[config.mk]
export PLATFORM = sky130hd
export DESIGN_NAME = conv_mode_detect_regs
export DESIGN_NICKNAME = d
export VERILOG_FILES = /design/src/logic/conv_regs_pkg.sv /design/src/logic/spi_port.sv /design/src/logic/conv_mode_detect_regs.sv
export VERILOG_INCLUDE_DIRS = /design/src /design/src/logic
export SDC_FILE = /design/constraint.sdc
export NUM_CORES = 1
export LEC_CHECK = 0
export ABC_AREA = 1
export BUFFER_PORTS_ARGS = -buffer_cell sky130_fd_sc_hd__buf_2
export CAP_MARGIN = 15
export CORE_MARGIN = 8
export CORE_UTILIZATION = 43
export DETAILED_ROUTE_END_ITERATION = 10
export PLACE_DENSITY = 0.6
export SLEW_MARGIN = 20
export SYNTH_ARGS = -nofsm -noshare
export SYNTH_HDL_FRONTEND = slang
export SYNTH_HIERARCHICAL = 1
export SYNTH_SLANG_ARGS = --single-unit
[constraint.sdc]
create_clock -name I_SYS_CLK -period 5.1 [get_ports I_SYS_CLK]
set_input_delay 0.765 -clock I_SYS_CLK [delete_from_list [all_inputs] [get_ports I_SYS_CLK]]
set_output_delay 0.765 -clock I_SYS_CLK [all_outputs]
set_load 0.005 [all_outputs]
[src/logic/conv_regs_cfg.svh]
// Register map, field positions and reset values of the converter register bank
`ifndef CONV_REGS_CFG_SVH
`define CONV_REGS_CFG_SVH
`define ADDR_W 15
`define SAMPLE_W 14
`define THR_W 13
`define ADDR_REF_WINDOW 15'h128
`define ADDR_REF_PHASE 15'h129
`define ADDR_OP_MODE 15'h200
`define ADDR_DEC_RATIO 15'h201
`define ADDR_OFFSET_TRIM 15'h228
`define ADDR_OVR_CTRL 15'h245
`define ADDR_OVR_THR_LO 15'h247
`define ADDR_OVR_THR_HI 15'h248
`define MODE_QIGN_BIT 5
`define FDC_FORCE_BIT 3
`define FDC_VALUE_BIT 2
`define FDC_EN_BIT 0
`define RST_BYTE 8'h00
`define MODE_FULL 2'h0
`define MODE_DDC0 2'h1
`define MODE_DDC01 2'h2
`define MODE_DDC_ALL 2'h3
`define DDC_NONE 4'h0
`define DDC_ONE 4'h1
`define DDC_TWO 4'h3
`define DDC_FOUR 4'hf
`define DEC_BY1 3'h0
`define DEC_BY2 3'h1
`define DEC_BY4 3'h2
`define DEC_BY8 3'h3
`define HDR_LAST 5'h0f
`define HDR_BITS 5'h10
`define WR_LAST 5'h17
`define FRAME_BITS 5'h18
`endif

[src/logic/conv_regs_pkg.sv]
// Types shared by the converter register bank and its serial control port
package conv_regs_pkg;
`include "conv_regs_cfg.svh"
  typedef enum logic [2:0] {
    PH_IDLE = 3'b001,
    PH_HDR = 3'b010,
    PH_DATA = 3'b100
  } spi_phase_t;

  typedef struct packed {
    logic cs_s1;
    logic cs_s2;
    logic sclk_s1;
    logic sclk_s2;
    logic sclk_d;
    logic sdio_s1;
    logic sdio_s2;
    spi_phase_t phase;
    logic [4:0] cnt;
    logic [15:0] shreg;
    logic rd;
    logic loaded;
    logic [`ADDR_W-1:0] addr;
    logic [7:0] tx;
    logic wr;
    logic [7:0] wdata;
  } spi_state_t;

  typedef struct packed {
    logic [1:0] mode;
    logic [3:0] ddc;
    logic qign;
    logic [2:0] ratio;
    logic [7:0] trim;
    logic fd_force;
    logic fd_val;
    logic fd_en;
    logic [`THR_W-1:0] thr;
    logic [3:0] div_phase;
    logic [2:0] dec_cnt;
    logic det;
    logic flag;
    logic out_valid;
    logic [`SAMPLE_W-1:0] out_i;
    logic [`SAMPLE_W-1:0] out_q;
  } bank_state_t;
endpackage : conv_regs_pkg

[src/logic/spi_port.sv]
// Three-wire serial control port: 16-bit header then one data byte
`timescale 1ns/100ps
`include "conv_regs_cfg.svh"
module spi_port
  import conv_regs_pkg::*;
(
  input wire logic i_clk,
  input wire logic i_rst_n,
  input wire logic i_cs_n,
  input wire logic i_sclk,
  input wire logic i_sdio,
  output logic o_sdio,
  output logic o_sdio_oe,
  output logic [`ADDR_W-1:0] o_addr,
  input wire logic [7:0] i_rdata,
  output logic o_wr,
  output logic [7:0] o_wdata
);
  spi_state_t st;
  spi_state_t next_st;
  logic rise;
  logic fall;

  // Edges seen on the system clock, so SCLK must stay below a quarter of it
  assign rise = st.sclk_s2 & ~st.sclk_d;
  assign fall = ~st.sclk_s2 & st.sclk_d;

  always_comb begin
    next_st = st;
    next_st.wr = 1'b0;
    next_st.cs_s1 = i_cs_n;
    next_st.cs_s2 = st.cs_s1;
    next_st.sclk_s1 = i_sclk;
    next_st.sclk_s2 = st.sclk_s1;
    next_st.sclk_d = st.sclk_s2;
    next_st.sdio_s1 = i_sdio;
    next_st.sdio_s2 = st.sdio_s1;
    if (st.cs_s2) begin
      next_st.phase = PH_IDLE;
      next_st.cnt = 5'h00;
      next_st.loaded = 1'b0;
      next_st.rd = 1'b0;
    end else begin
      case (st.phase)
        PH_IDLE, PH_HDR: begin
          next_st.phase = PH_HDR;
          if (rise) begin
            next_st.shreg = {st.shreg[14:0], st.sdio_s2};
            next_st.cnt = st.cnt + 5'h01;
            if (st.cnt == `HDR_LAST) begin
              next_st.phase = PH_DATA;
              next_st.rd = st.shreg[14];
              next_st.addr = {st.shreg[13:0], st.sdio_s2};
            end
          end
        end
        PH_DATA: begin
          if (!st.loaded) begin
            next_st.tx = i_rdata;
            next_st.loaded = 1'b1;
          end else if (fall && st.cnt > `HDR_BITS) begin
            next_st.tx = {st.tx[6:0], 1'b0};
          end
          if (rise && st.cnt < `FRAME_BITS) begin
            next_st.shreg = {st.shreg[14:0], st.sdio_s2};
            next_st.cnt = st.cnt + 5'h01;
            if (st.cnt == `WR_LAST && !st.rd) begin
              next_st.wr = 1'b1;
              next_st.wdata = {st.shreg[6:0], st.sdio_s2};
            end
          end
        end
        default: next_st.phase = PH_IDLE;
      endcase
    end
  end

  always_ff @(posedge i_clk or negedge i_rst_n) begin
    if (!i_rst_n) begin
      st <= '{cs_s1: 1'b1, cs_s2: 1'b1, phase: PH_IDLE, default: '0};
    end else begin
      st <= next_st;
    end
  end

  assign o_sdio = st.tx[7];
  assign o_sdio_oe = (st.phase == PH_DATA) && st.rd && !st.cs_s2;
  assign o_addr = st.addr;
  assign o_wr = st.wr;
  assign o_wdata = st.wdata;
endmodule : spi_port

[src/logic/conv_mode_detect_regs.sv]
// Mode, decimation, offset trim and overrange detect register bank with sample path
`timescale 1ns/100ps
`include "conv_regs_cfg.svh"
module conv_mode_detect_regs
  import conv_regs_pkg::*;
(
  input wire logic I_SYS_CLK,
  input wire logic I_RST_N,
  input wire logic I_SPI_CS_N,
  input wire logic I_SPI_SCLK,
  input wire logic I_SPI_SDIO,
  output logic O_SPI_SDIO,
  output logic O_SPI_SDIO_OE,
  input wire logic [3:0] I_HOLD_STATUS,
  input wire logic [3:0] I_SETUP_STATUS,
  input wire logic [3:0] I_DIV_PHASE,
  input wire logic I_REF_CAPTURE,
  input wire logic I_SAMPLE_VALID,
  input wire logic [`SAMPLE_W-1:0] I_SAMPLE_I,
  input wire logic [`SAMPLE_W-1:0] I_SAMPLE_Q,
  output logic O_OUT_VALID,
  output logic [`SAMPLE_W-1:0] O_OUT_I,
  output logic [`SAMPLE_W-1:0] O_OUT_Q,
  output logic [3:0] O_DDC_ENABLE,
  output logic O_OVERRANGE_FLAG_OUT_FIRST,
  output logic O_OVERRANGE_FLAG_OUT_SECOND
);
  bank_state_t st;
  bank_state_t next_st;
  logic [`ADDR_W-1:0] addr;
  logic wr;
  logic [7:0] wdata;
  logic [7:0] rdata;
  logic [`SAMPLE_W-1:0] corr_i;
  logic [`SAMPLE_W-1:0] corr_q;
  logic [`SAMPLE_W-1:0] mag;
  logic [2:0] dec_mask;

  // Saturate rather than wrap so a trimmed full-scale sample stays full scale
  function automatic logic [`SAMPLE_W-1:0] trim_add(input logic [`SAMPLE_W-1:0] s, input logic [7:0] t);
    logic [`SAMPLE_W:0] sum;
    sum = {s[`SAMPLE_W-1], s} + {{(`SAMPLE_W-7){t[7]}}, t};
    if (sum[`SAMPLE_W] != sum[`SAMPLE_W-1]) begin
      trim_add = {sum[`SAMPLE_W], {(`SAMPLE_W-1){~sum[`SAMPLE_W]}}};
    end else begin
      trim_add = sum[`SAMPLE_W-1:0];
    end
  endfunction : trim_add

  spi_port u_spi_port (
    .i_clk(I_SYS_CLK),
    .i_rst_n(I_RST_N),
    .i_cs_n(I_SPI_CS_N),
    .i_sclk(I_SPI_SCLK),
    .i_sdio(I_SPI_SDIO),
    .o_sdio(O_SPI_SDIO),
    .o_sdio_oe(O_SPI_SDIO_OE),
    .o_addr(addr),
    .i_rdata(rdata),
    .o_wr(wr),
    .o_wdata(wdata)
  );

  always_comb begin
    if (addr == `ADDR_REF_WINDOW) begin
      rdata = {I_HOLD_STATUS, I_SETUP_STATUS};
    end else if (addr == `ADDR_REF_PHASE) begin
      rdata = {4'h0, st.div_phase};
    end else if (addr == `ADDR_OP_MODE) begin
      rdata = {2'h0, st.qign, 3'h0, st.mode};
    end else if (addr == `ADDR_DEC_RATIO) begin
      rdata = {5'h00, st.ratio};
    end else if (addr == `ADDR_OFFSET_TRIM) begin
      rdata = st.trim;
    end else if (addr == `ADDR_OVR_CTRL) begin
      rdata = {4'h0, st.fd_force, st.fd_val, 1'b0, st.fd_en};
    end else if (addr == `ADDR_OVR_THR_LO) begin
      rdata = st.thr[7:0];
    end else if (addr == `ADDR_OVR_THR_HI) begin
      rdata = {3'h0, st.thr[`THR_W-1:8]};
    end else begin
      rdata = 8'h00;
    end
  end

  assign corr_i = trim_add(I_SAMPLE_I, st.trim);
  assign corr_q = trim_add(I_SAMPLE_Q, st.trim);
  assign mag = corr_i[`SAMPLE_W-1] ? (~corr_i + 14'h0001) : corr_i;

  always_comb begin
    case (st.ratio)
      `DEC_BY2: dec_mask = 3'h1;
      `DEC_BY4: dec_mask = 3'h3;
      `DEC_BY8: dec_mask = 3'h7;
      default: dec_mask = 3'h0;
    endcase
  end

  always_comb begin
    next_st = st;
    // Status registers have no write path at all
    if (wr) begin
      if (addr == `ADDR_OP_MODE) begin
        next_st.mode = wdata[1:0];
        next_st.qign = wdata[`MODE_QIGN_BIT];
      end else if (addr == `ADDR_DEC_RATIO) begin
        next_st.ratio = wdata[2:0];
      end else if (addr == `ADDR_OFFSET_TRIM) begin
        next_st.trim = wdata;
      end else if (addr == `ADDR_OVR_CTRL) begin
        next_st.fd_force = wdata[`FDC_FORCE_BIT];
        next_st.fd_val = wdata[`FDC_VALUE_BIT];
        next_st.fd_en = wdata[`FDC_EN_BIT];
      end else if (addr == `ADDR_OVR_THR_LO) begin
        next_st.thr[7:0] = wdata;
      end else if (addr == `ADDR_OVR_THR_HI) begin
        next_st.thr[`THR_W-1:8] = wdata[4:0];
      end
    end
    case (next_st.mode)
      `MODE_DDC0: next_st.ddc = `DDC_ONE;
      `MODE_DDC01: next_st.ddc = `DDC_TWO;
      `MODE_DDC_ALL: next_st.ddc = `DDC_FOUR;
      default: next_st.ddc = `DDC_NONE;
    endcase
    if (I_REF_CAPTURE) begin
      next_st.div_phase = I_DIV_PHASE;
    end
    next_st.out_valid = 1'b0;
    if (I_SAMPLE_VALID) begin
      next_st.det = mag > {1'b0, st.thr};
      next_st.dec_cnt = (st.dec_cnt + 3'h1) & dec_mask;
      // Masked so a count left by a coarser ratio cannot drop samples
      if ((st.dec_cnt & dec_mask) == 3'h0) begin
        next_st.out_valid = 1'b1;
        next_st.out_i = corr_i;
        next_st.out_q = st.qign ? '0 : corr_q;
      end
    end
    if (!st.fd_en) begin
      next_st.flag = 1'b0;
    end else if (st.fd_force) begin
      next_st.flag = st.fd_val;
    end else begin
      next_st.flag = st.det;
    end
  end

  always_ff @(posedge I_SYS_CLK or negedge I_RST_N) begin
    if (!I_RST_N) begin
      st <= '0;
    end else begin
      st <= next_st;
    end
  end

  assign O_OUT_VALID = st.out_valid;
  assign O_OUT_I = st.out_i;
  assign O_OUT_Q = st.out_q;
  assign O_DDC_ENABLE = st.ddc;
  assign O_OVERRANGE_FLAG_OUT_FIRST = st.flag;
  assign O_OVERRANGE_FLAG_OUT_SECOND = st.flag;

  property p_ref_window;
    @(posedge I_SYS_CLK) disable iff (!I_RST_N)
      (addr == `ADDR_REF_WINDOW) |-> (rdata == {I_HOLD_STATUS, I_SETUP_STATUS});
  endproperty
  a_ref_window: assert property (p_ref_window) else $error("window status read mismatch");

  property p_phase_capture;
    @(posedge I_SYS_CLK) disable iff (!I_RST_N)
      I_REF_CAPTURE |=> (st.div_phase == $past(I_DIV_PHASE)) && (rdata[7:4] == 4'h0 || addr != `ADDR_REF_PHASE);
  endproperty
  a_phase_capture: assert property (p_phase_capture) else $error("divider phase not captured");

  property p_mode_two;
    @(posedge I_SYS_CLK) disable iff (!I_RST_N)
      (st.mode == `MODE_DDC01) |-> (O_DDC_ENABLE == `DDC_TWO);
  endproperty
  a_mode_two: assert property (p_mode_two) else $error("mode 10 must enable two downconverters");

  property p_qign;
    @(posedge I_SYS_CLK) disable iff (!I_RST_N)
      (I_SAMPLE_VALID && st.qign && st.dec_cnt == 3'h0) |=> O_OUT_VALID && (O_OUT_Q == '0);
  endproperty
  a_qign: assert property (p_qign) else $error("quadrature not suppressed");

  property p_full_rate;
    @(posedge I_SYS_CLK) disable iff (!I_RST_N)
      (st.ratio == `DEC_BY1 && I_SAMPLE_VALID) |=> O_OUT_VALID;
  endproperty
  a_full_rate: assert property (p_full_rate) else $error("full rate dropped a sample");

  property p_force;
    @(posedge I_SYS_CLK) disable iff (!I_RST_N)
      (st.fd_en && st.fd_force) |=> (O_OVERRANGE_FLAG_OUT_FIRST == $past(st.fd_val))
        && (O_OVERRANGE_FLAG_OUT_SECOND == $past(st.fd_val));
  endproperty
  a_force: assert property (p_force) else $error("forced flag value not driven");

  property p_normal;
    @(posedge I_SYS_CLK) disable iff (!I_RST_N)
      (st.fd_en && !st.fd_force) |=> (O_OVERRANGE_FLAG_OUT_FIRST == $past(st.det));
  endproperty
  a_normal: assert property (p_normal) else $error("flag not following detector");

  property p_thr_hi;
    @(posedge I_SYS_CLK) disable iff (!I_RST_N)
      (wr && addr == `ADDR_OVR_THR_HI) |=> (st.thr[`THR_W-1:8] == $past(wdata[4:0])) && (rdata[7:5] == 3'h0);
  endproperty
  a_thr_hi: assert property (p_thr_hi) else $error("threshold high byte wrong");

  property p_zero_trim;
    @(posedge I_SYS_CLK) disable iff (!I_RST_N)
      (I_SAMPLE_VALID && st.trim == 8'h00 && st.dec_cnt == 3'h0) |=> (O_OUT_I == $past(I_SAMPLE_I));
  endproperty
  a_zero_trim: assert property (p_zero_trim) else $error("zero trim altered sample");

  property p_disabled;
    @(posedge I_SYS_CLK) disable iff (!I_RST_N)
      !st.fd_en |=> !O_OVERRANGE_FLAG_OUT_FIRST && !O_OVERRANGE_FLAG_OUT_SECOND;
  endproperty
  a_disabled: assert property (p_disabled) else $error("flag driven while disabled");
endmodule : conv_mode_detect_regs

# Word level (Yosys, flattened, before mapping)
# Cells that the tools add are included.
# W data, S select, Z words.
[classes]
add_sub_neg = 5
mul = 0
n_div = 0
order_cmp = 3
eq_ne = 27
shift = 0
n_mux = 36
n_bitwise = 15
n_reduce_logical = 28
[op_table]
columns = ["operator", "n"]
rows = [
  ["$eq A15 B10 Y1 const B", 6],
  ["$mux W8", 10],
  ["$mux W29", 2],
  ["$mux W14", 4],
  ["$pmux W21 S2", 1],
  ["$mux W9", 4],
  ["$add A14 B8 Y15", 2],
  ["$eq A15 B9 Y1 const B", 2],
  ["$mux W25", 1],
  ["$mux W21", 1],
  ["$reduce_and A4 Y1", 4],
  ["$add A14 B1 Y14 const B", 1],
  ["$gt A14 B13 Y1", 1],
  ["$not A14 Y14", 1],
  ["$pmux W4 S3", 1],
  ["$reduce_and A3 Y1", 4],
  ["$not A1 Y1", 10],
  ["$reduce_bool A2 Y1", 5],
  ["$eq A3 B2 Y1 const B", 3],
  ["$pmux W3 S3", 1],
  ["$reduce_and A7 Y1", 1],
  ["$and A3 B3 Y3", 2],
  ["$eq A3 B1 Y1 const B", 2],
  ["$mux W2", 3],
  ["other kinds (26)", 42],
]
[totals]
regBits = 136
latch_bits = 0
ramBits = 0
rom_bits = 0
output_inout_bits = 37
n_memories = 0

# Longest topological paths before layout
# Gate-level depths: netlist of the first run.
[depth]
word_depth = 10
ltp_mapped = 36

# By module
# Netlist of the first run, hierarchy kept.
[modules_own_cells]
columns = ["mod", "n_inst", "cells_per_inst", "area_per_inst_um2"]
rows = [
  ["conv_mode_detect_regs", 1, 798, 5651.7],
  ["spi_port", 1, 340, 3064.2],
]

# Least setup slack after synthesis of the first run
# OpenSTA, ideal clock, no wires.
[synth_timing]
path_type = "input to register"
startpoint = "input I_SAMPLE_I[4]"
endpoint = "register, netlist name st[30]"
setup_ps = 122
arrival_ps = 4683
required_ps = 4978
path_slack_ps = 295
stages = 32
cell_sequence = "ha_1 > a21oi_1 > o21ai_0 > nand2_1 > nand3_1 > a21oi_1 > o21bai_1 > xor2_1 > inv_1 > ha_1 > clkbuf_1 > nand2_2 > buf_6 > buf_4 > nand2_1 > inv_1 > ha_1 > nand2_1 > nand3b_1 > nor2_1 > nand2_1 > nand2_1 > xor2_1 > inv_1 > ha_1 > nand2_1 > o21ai_0 > nand3_1 > nand3_1 > a21o_1 > a21oi_1 > a21oi_1"
[synth_lines]
columns = ["item", "line", "text"]
rows = [
  ["start, declared", "conv_mode_detect_regs.sv:19", "input wire logic [`SAMPLE_W-1:0] I_SAMPLE_I,"],
]

==> results of run 1 <==
-- cell usage in the layout (no fill, tap or decap), types with 13 or more instances in the layout --
| cell | count |
|---|---|
| o21ai_0 | 72 |
| nand2_1 | 320 |
| o21ai_2 | 13 |
| a21oi_1 | 35 |
| dfrtp_1 | 131 |
| ha_1 | 43 |
| inv_1 | 132 |
| clkbuf_16 | 17 |
| nor2_1 | 85 |
| o21ai_1 | 29 |
| buf_2 | 82 |
| xor2_1 | 15 |
| nand3_1 | 73 |
-- layout make-up --
type                            instances  area, um2  area share
Timing Repair Buffer                   92        489      0.0507
Tap cell                              270        338      0.0350
Clock inverter                         14        173      0.0179
Inverter                              142        533      0.0553
Multi-Input combinational cell        784       4290       0.445
Clock buffer                           18        439      0.0455
Sequential cell                       135       3380       0.351
-- registers in the layout (all words and copies together), names as in the netlist --
signal / count
u_spi_port/o_wdata: 8
u_spi_port/next_st: 4
st: 38
u_spi_port/o_addr: 15
O_OVERRANGE_FLAG_OUT_FIRST: 1
O_OUT_VALID: 1
O_DDC_ENABLE: 3
u_spi_port/o_sdio: 1
u_spi_port/o_wr: 1
O_OUT_Q: 14
O_OUT_I: 14
u_spi_port/st: 35
-- repair_timing --
| action | 4_1_cts | 5_1_grt |
|---|---|---|
| hold endpoints to repair | 0 | 0 |
| resized for setup | 0 | 10 |
| buffers inserted | 0 | 1 |
| setup endpoints to repair | 0 | 1 |
| hold buffers | 0 | 0 |
-- routing by layer --
layer | GRT usage | up-vias | part of all wire
met5 | 0 | - | 0
met3 | 0.0328 | 22 | 0.042
li1 | - | 3679 | -
met1 | 0.219 | 3278 | 0.46
met4 | 0.0458 | 0 | 0.014
met2 | 0.307 | 129 | 0.49
-- power by group through the flow --
stage | clock network (uW) | logic, uW | registers, uW
final | 1290 | 363 | 1140
after floorplan | 0 | 268 | 1150
after global routing | 1350 | 419 | 1140
after CTS | 1310 | 366 | 1140
after global placement | 0 | 362 | 1150
after detailed placement | 0 | 364 | 1160
-- critical path, delay by kind of cell, from the launching register on --
| family | cells | cell delay [ns] |
|---|---|---|
| XOR/XNOR | 2 | 0.39 |
| flip-flops | 1 | 0.48 |
| buffers and inverters | 3 | 0.25 |
| adder cells (fa/ha/maj) | 4 | 1.17 |
| AO/OA/AOI/OAI | 6 | 0.68 |
| AND/OR/NAND/NOR | 14 | 1.47 |
-- through the flow --
step                setup TNS [ns]  utilization  power [uW]
global route                     0        0.481        2910
global placement                 0        0.448        1520
floorplan                        0            -        1420
finish                           0        0.481        2780
detailed placement         -0.0315        0.448        1520
CTS                              0        0.479        2820
-- worst min-delay path by stage --
stage	start	to
after floorplan	u_spi_port/next_st[61]	u_spi_port/next_st[60]
after CTS	u_spi_port/next_st[61]	u_spi_port/next_st[60]
after global placement	u_spi_port/next_st[61]	u_spi_port/next_st[60]
final	u_spi_port/next_st[61]	u_spi_port/next_st[60]
after detailed placement	u_spi_port/next_st[61]	u_spi_port/next_st[60]
after global routing	u_spi_port/next_st[61]	u_spi_port/next_st[60]
-- cell families (layout without fill, tap and decap cells) --
family	count (synthesis)	in the layout
xor gates and xnor gates	21	21
adders and majority gates	50	50
AOI/OAI and AO/OA	174	174
DFF	135	135
buffers and inverters	219	266
muxes	9	9
and+or+nand+nor	530	530
==> results.md, run 1 <==
* Via count at 7108
* Fmax at 0.220 GHz
* Combinational family with the most area after synthesis: simple AND/OR/NAND/NOR gates
* Worst slew margin at 0.344
* Final hold vios at 0
* Synth Area per Inst at 7.66 um2
* Pwr dens at 289 mW/mm2
* Top-count cell post-synth: nand2_1
* Post-Syn Instances at 1138
* DRT iter0 DRCs at 325
* Clock-pin transition on the worst setup and hold timing paths at 0.06 ns
* CTS Buf Count at 17
* CP max FO at 8
* Die Span X at 158 um
* Mux contribution to synthesized area at 0.0106
* Placed insts at 1422
* Area leader, netlist: dfrtp_1
* Max IR drop VDD at 0.235 mV
* Xor/xnor cell area share of the yosys netlist at 0.0211
* Post-route cell area at 0.00964 mm2
* Fillers at 2044
* Outcome: finished clean
* Worst hold path class: reg2reg
* Final Cycle Share at 0.893
* Comb power frac at 0.130
* Sw Ratio at 0.271
* Seq cells post-synth at 135
* Clock buffer depth at 2
* Sequential share of the synthesized area at 0.388
* Die Area at 0.0251 mm2
* Yosys cell types at 52
* Hold Crit Depth at 0
* Routed vias/inst at 4.89
* Worst Setup SP: st[61]
* Clk network pwr share at 0.462
* Detail Route Antenna Nets at 0
* WS Path Type: reg2reg
* Number of global-route vias before repair at 6984
* Total GRT Usage at 0.176
* Compound-gate portion of the synthesized area at 0.114
* Core area at 0.0200 mm2
* WL final at 21.3 mm
* Overflow after GRT at 0
* Final setup margin at 0.544 ns
* WP data arrival at 4.87 ns
* Post-Synth Adder-Cell Area at 0.0735
* Switching Power at 755 uW
* Netlist Area Pre-Place at 0.00872 mm2
* Terminus of the critical flop-to-flop path: st[30]
* Largest net degree at the start of global routing at 106
* Worst-margin pin slew at 0.984 ns
* Most used cell, CP: nand2_1
* RSZ-0062 raised after global routing: false
* Num ports at 84
* Worst EP required at 5.41 ns
* DR DRC count at 0
* Post-synth top cells: nand2_1 (320), dfrtp_1 (132), inv_1 (132), nor2_1 (85), o21ai_0 (74)
* CTS root buf: clkbuf_16
* Simple-gate portion of the synthesized area at 0.268
* Min Clock Period, post-route at 4.56 ns
* Skew final at 0.0100 ns
* Worst hold slack at 0.350 ns
* Worst Setup End Kind: flip-flop
* Ranking of synthesized cells by area: dfrtp_1 (38%), nand2_1 (14%), ha_1 (6.9%)
* Initial antenna violation count at 0
* Pre-antenna DRT Iters at 5
* DP Area at 0.00898 mm2
* Max Slew Vio Count at 0
* Sequential share of power at 0.408
* Post-synth EDFFs at 0
* HPWL Detailed at 16.1 mm
* I/O Buffers at 83
* Area grow syn2layout at 10.7%
* Share of cells above drive strength 1 at 0.162
* Fin nets at 1269
* CP Launch Type: flip-flop
* Placement Setup Slack at -0.0315 ns
* Int Pwr at 2030 uW
* Main synth FF type: dfrtp_1
* Crit-path slowest cell: dfrtp_2
* Async SR Flop Fraction at 1.00
* Htree depth at 4
* Clock Latency Late Sink at 0.42 ns
* Die Span Y at 158 um
* Pleak at 0.00493 uW
* TritonCTS Sinks at 135
* First-pass GRT wire length at 34.7 mm
* Crit path capture: st[30]
* Worst R2R Setup Slack at 0.54 ns
* TritonCTS clock tree: built
* Average wire per standard cell at 14.6 um
* Final setup vio count at 0
* Global placement routability congestion at 0.832
* Share of the synthesized area in the top cell type at 0.379
* Synth warnings at 6
* Crit path largest cell delay at 0.48 ns
* R2r worst-path depth at 29
* Initial Util at 0.435
* Antenna Cells at 0
* Final std cells w/o fill at 1455
* Reg2reg start: st[61]
* Number of placement rows at 52
* Net count after synthesis at 1235
* Max-cap violation count at 0
No activity file was read; power rests on OpenSTA's default activity.
==> inputs of run 2 (changes only) <==
--- a/config.mk
+++ b/config.mk
@@ -10,9 +10,9 @@
 export BUFFER_PORTS_ARGS = -buffer_cell sky130_fd_sc_hd__buf_2
 export CAP_MARGIN = 15
 export CORE_MARGIN = 8
-export CORE_UTILIZATION = 43
+export CORE_UTILIZATION = 45
 export DETAILED_ROUTE_END_ITERATION = 10
-export PLACE_DENSITY = 0.6
+export PLACE_DENSITY = 0.62
 export SLEW_MARGIN = 20
 export SYNTH_ARGS = -nofsm -noshare
 export SYNTH_HDL_FRONTEND = slang
==> run 2 against run 1 <==
Against the previous run:
- sequential share of layout area is 0.36 points higher
- combinational power down 1%
- sequential power is essentially flat
- first-iteration DRC count decreased by 8.0%
- sequential cell count unchanged
- largest power group unchanged
- critical endpoint unchanged
- design area down 1.0%
- final cell count down 0.41%
- wire length fell by 1.6%
- register-to-register slack lost 0.04 ns
==> results.md, run 2 (synthesis gave the netlist of run 1 again) <==
* Post-route setup TNS at 0 ns (unchanged)
* Area grow syn2layout at 9.53%
* Clock Latency Late Sink at 0.42 ns (about the same)
* Worst hold path class: reg2reg
* Hold Path End: u_spi_port/next_st[60]
* Routed vias/inst at 4.88 (about the same)
* Number of global-route vias before repair at 6832 (-2.2%)
* CP delay by family, top: simple AND/OR/NAND/NOR gates
* CTS root buf: clkbuf_16
* Design Power at 2690 uW (-3.5%)
* Global placement routability congestion at 0.868 (+4.3%)
* Die Span Y at 155 um (-2.0%)
* TritonCTS clock tree: built
* CP Launch Type: primary input
* Crit path largest cell delay at 0.43 ns (-0.05 ns)
* Detail Route Antenna Nets at 0 (unchanged)
* CP max FO at 8 (unchanged)
* Largest net degree at the start of global routing at 90 (-15%)
* Final Cycle Share at 0.903 (+0.00994)
* Final setup vio count at 0 (unchanged)
* Core area at 0.0192 mm2 (-4.2%)
* Terminus of the critical flop-to-flop path: st[30]
* Num ports at 84 (unchanged)
* R2r worst-path depth at 29 (unchanged)
* WS Path Type: in2reg
* WP data arrival at 4.91 ns (+0.04 ns)
* Crit path buf inv count at 4 (+1)
* Number of placement rows at 51 (-1.9%)
* Pre-antenna DRT Iters at 5 (unchanged)
* Reg2reg start: st[56]
* Hold Crit Depth at 0 (unchanged)
* Initial antenna violation count at 0 (unchanged)
* Max reg flops at 38 (unchanged)
* Htree depth at 4 (unchanged)
* WL final at 20.9 mm (-1.6%)
* Min Clock Period, post-route at 4.61 ns (+0.0507 ns)
* First-pass GRT wire length at 34.6 mm (-0.48%)
* Top reg by flops: st
* CTS Buf Count at 17 (unchanged)
* Max-cap violation count at 0 (unchanged)
* Clock buffer depth at 2 (unchanged)
* Die Area at 0.0241 mm2 (-4.0%)
* Pleak at 0.00491 uW (-0.37%)
* Average wire per standard cell at 14.4 um (-1.2%)
* Worst Min Path Start: u_spi_port/next_st[61]
* Overflow after GRT at 0 (unchanged)
* Most common cell after layout, fill and taps aside: nand2_1
* Initial Util at 0.454 (+0.0188)
* Fmax at 0.217 GHz (-1.1%)
* Fillers at 1897 (-7.2%)
* Worst R2R Setup Slack at 0.50 ns (-0.04 ns)
* Pwr dens at 282 mW/mm2 (-2.5%)
* Worst EP required at 5.40 ns (about the same)
* Worst Setup End Kind: flip-flop
* Via count at 7075 (-0.46%)
* HPWL Detailed at 16.0 mm (-0.35%)
* Crit-path slowest cell: ha_2
* Antenna Cells at 0 (unchanged)
* Share of cells above drive strength 1 at 0.154 (-0.00831)
* Hold buffers post-CTS at 0 (unchanged)
* DRT iter0 DRCs at 299 (-8.0%)
* Placed insts at 1417 (-0.35%)
* DR DRC count at 0 (unchanged)
* Worst slew margin at 0.455 (+0.111)
* TritonCTS Sinks at 135 (unchanged)
* Worst-margin pin slew at 0.818 ns (-0.166 ns)
* Cell count along the critical path at 30 (+3.4%)
* Most used cell, CP: nand2_1
* Max IR drop VDD at 0.239 mV (+1.9%)
* Total GRT Usage at 0.181 (+0.00491)
* Worst hold slack at 0.346 ns (-0.00385 ns)
* Final hold vios at 0 (unchanged)
* Max Slew Vio Count at 0 (unchanged)
* Clock-pin transition on the worst setup and hold timing paths at 0.06 ns (about the same)
* I/O Buffers at 83 (unchanged)
* Most frequent cells in the layout: nand2_1 (320), inv_1 (132), dfrtp_1 (131)
* Final std cells w/o fill at 1449 (-0.41%)
* Skew final at 0.00801 ns (-0.00200 ns)
* Outcome: finished clean
* Die Span X at 155 um (-2.0%)
* Fin nets at 1268 (-0.079%)
* RSZ-0062 raised after global routing: false
-- run 2: per-stage QoR --
stage               worst slack, ns  utilization  instance area (um2)
finish                        0.494        0.497                 9550
global placement              0.122        0.467                 8970
detailed placement          -0.0208        0.467                 8970
floorplan                     0.295            -                 8720
global route                 0.0542        0.497                 9550
CTS                           0.295        0.497                 9540
-- run 2: report_power, final --
part	switching (uW)	internal (uW)
Combinational	230	129
Sequential	23.1	1110
Clock	449	743
Total	702	1990
-- run 2: worst max path at each step --
stage	to	slack [ns]	from
2_1_floorplan	st[30]	0.30	I_SAMPLE_I[4]
3_3_place_gp	st[30]	0.12	I_SAMPLE_I[2]
3_5_place_dp	st[30]	-0.02	I_SAMPLE_I[2]
4_1_cts	st[30]	0.30	st[61]
5_1_grt	st[30]	0.05	st[60]
6_report	st[30]	0.49	I_SAMPLE_I[2]
-- run 2: cell type report --
| type | instances | area, um2 | share of cell area |
|---|---|---|---|
| inverter | 142 | 533 | 0.0558 |
| timing repair buffer | 91 | 482 | 0.0505 |
| multi-input combinational | 784 | 4250 | 0.445 |
| clock buffer | 24 | 472 | 0.0494 |
| clock inverter | 8 | 97.6 | 0.0102 |
| tap | 265 | 332 | 0.0347 |
| sequential | 135 | 3380 | 0.354 |
-- run 2: layer usage --
layer  vias to the layer above  global-route usage  part of all wire
met5                         -                   0                 0
met4                         0              0.0527             0.014
met3                        21              0.0313             0.041
met2                       136               0.311              0.48
met1                      3230               0.229              0.47
li1                       3688                   -                 -
-- run 2: timing repair --
item,CTS,global route
setup endpoints to repair,0,1
resized for setup,0,5
buffers inserted,0,0
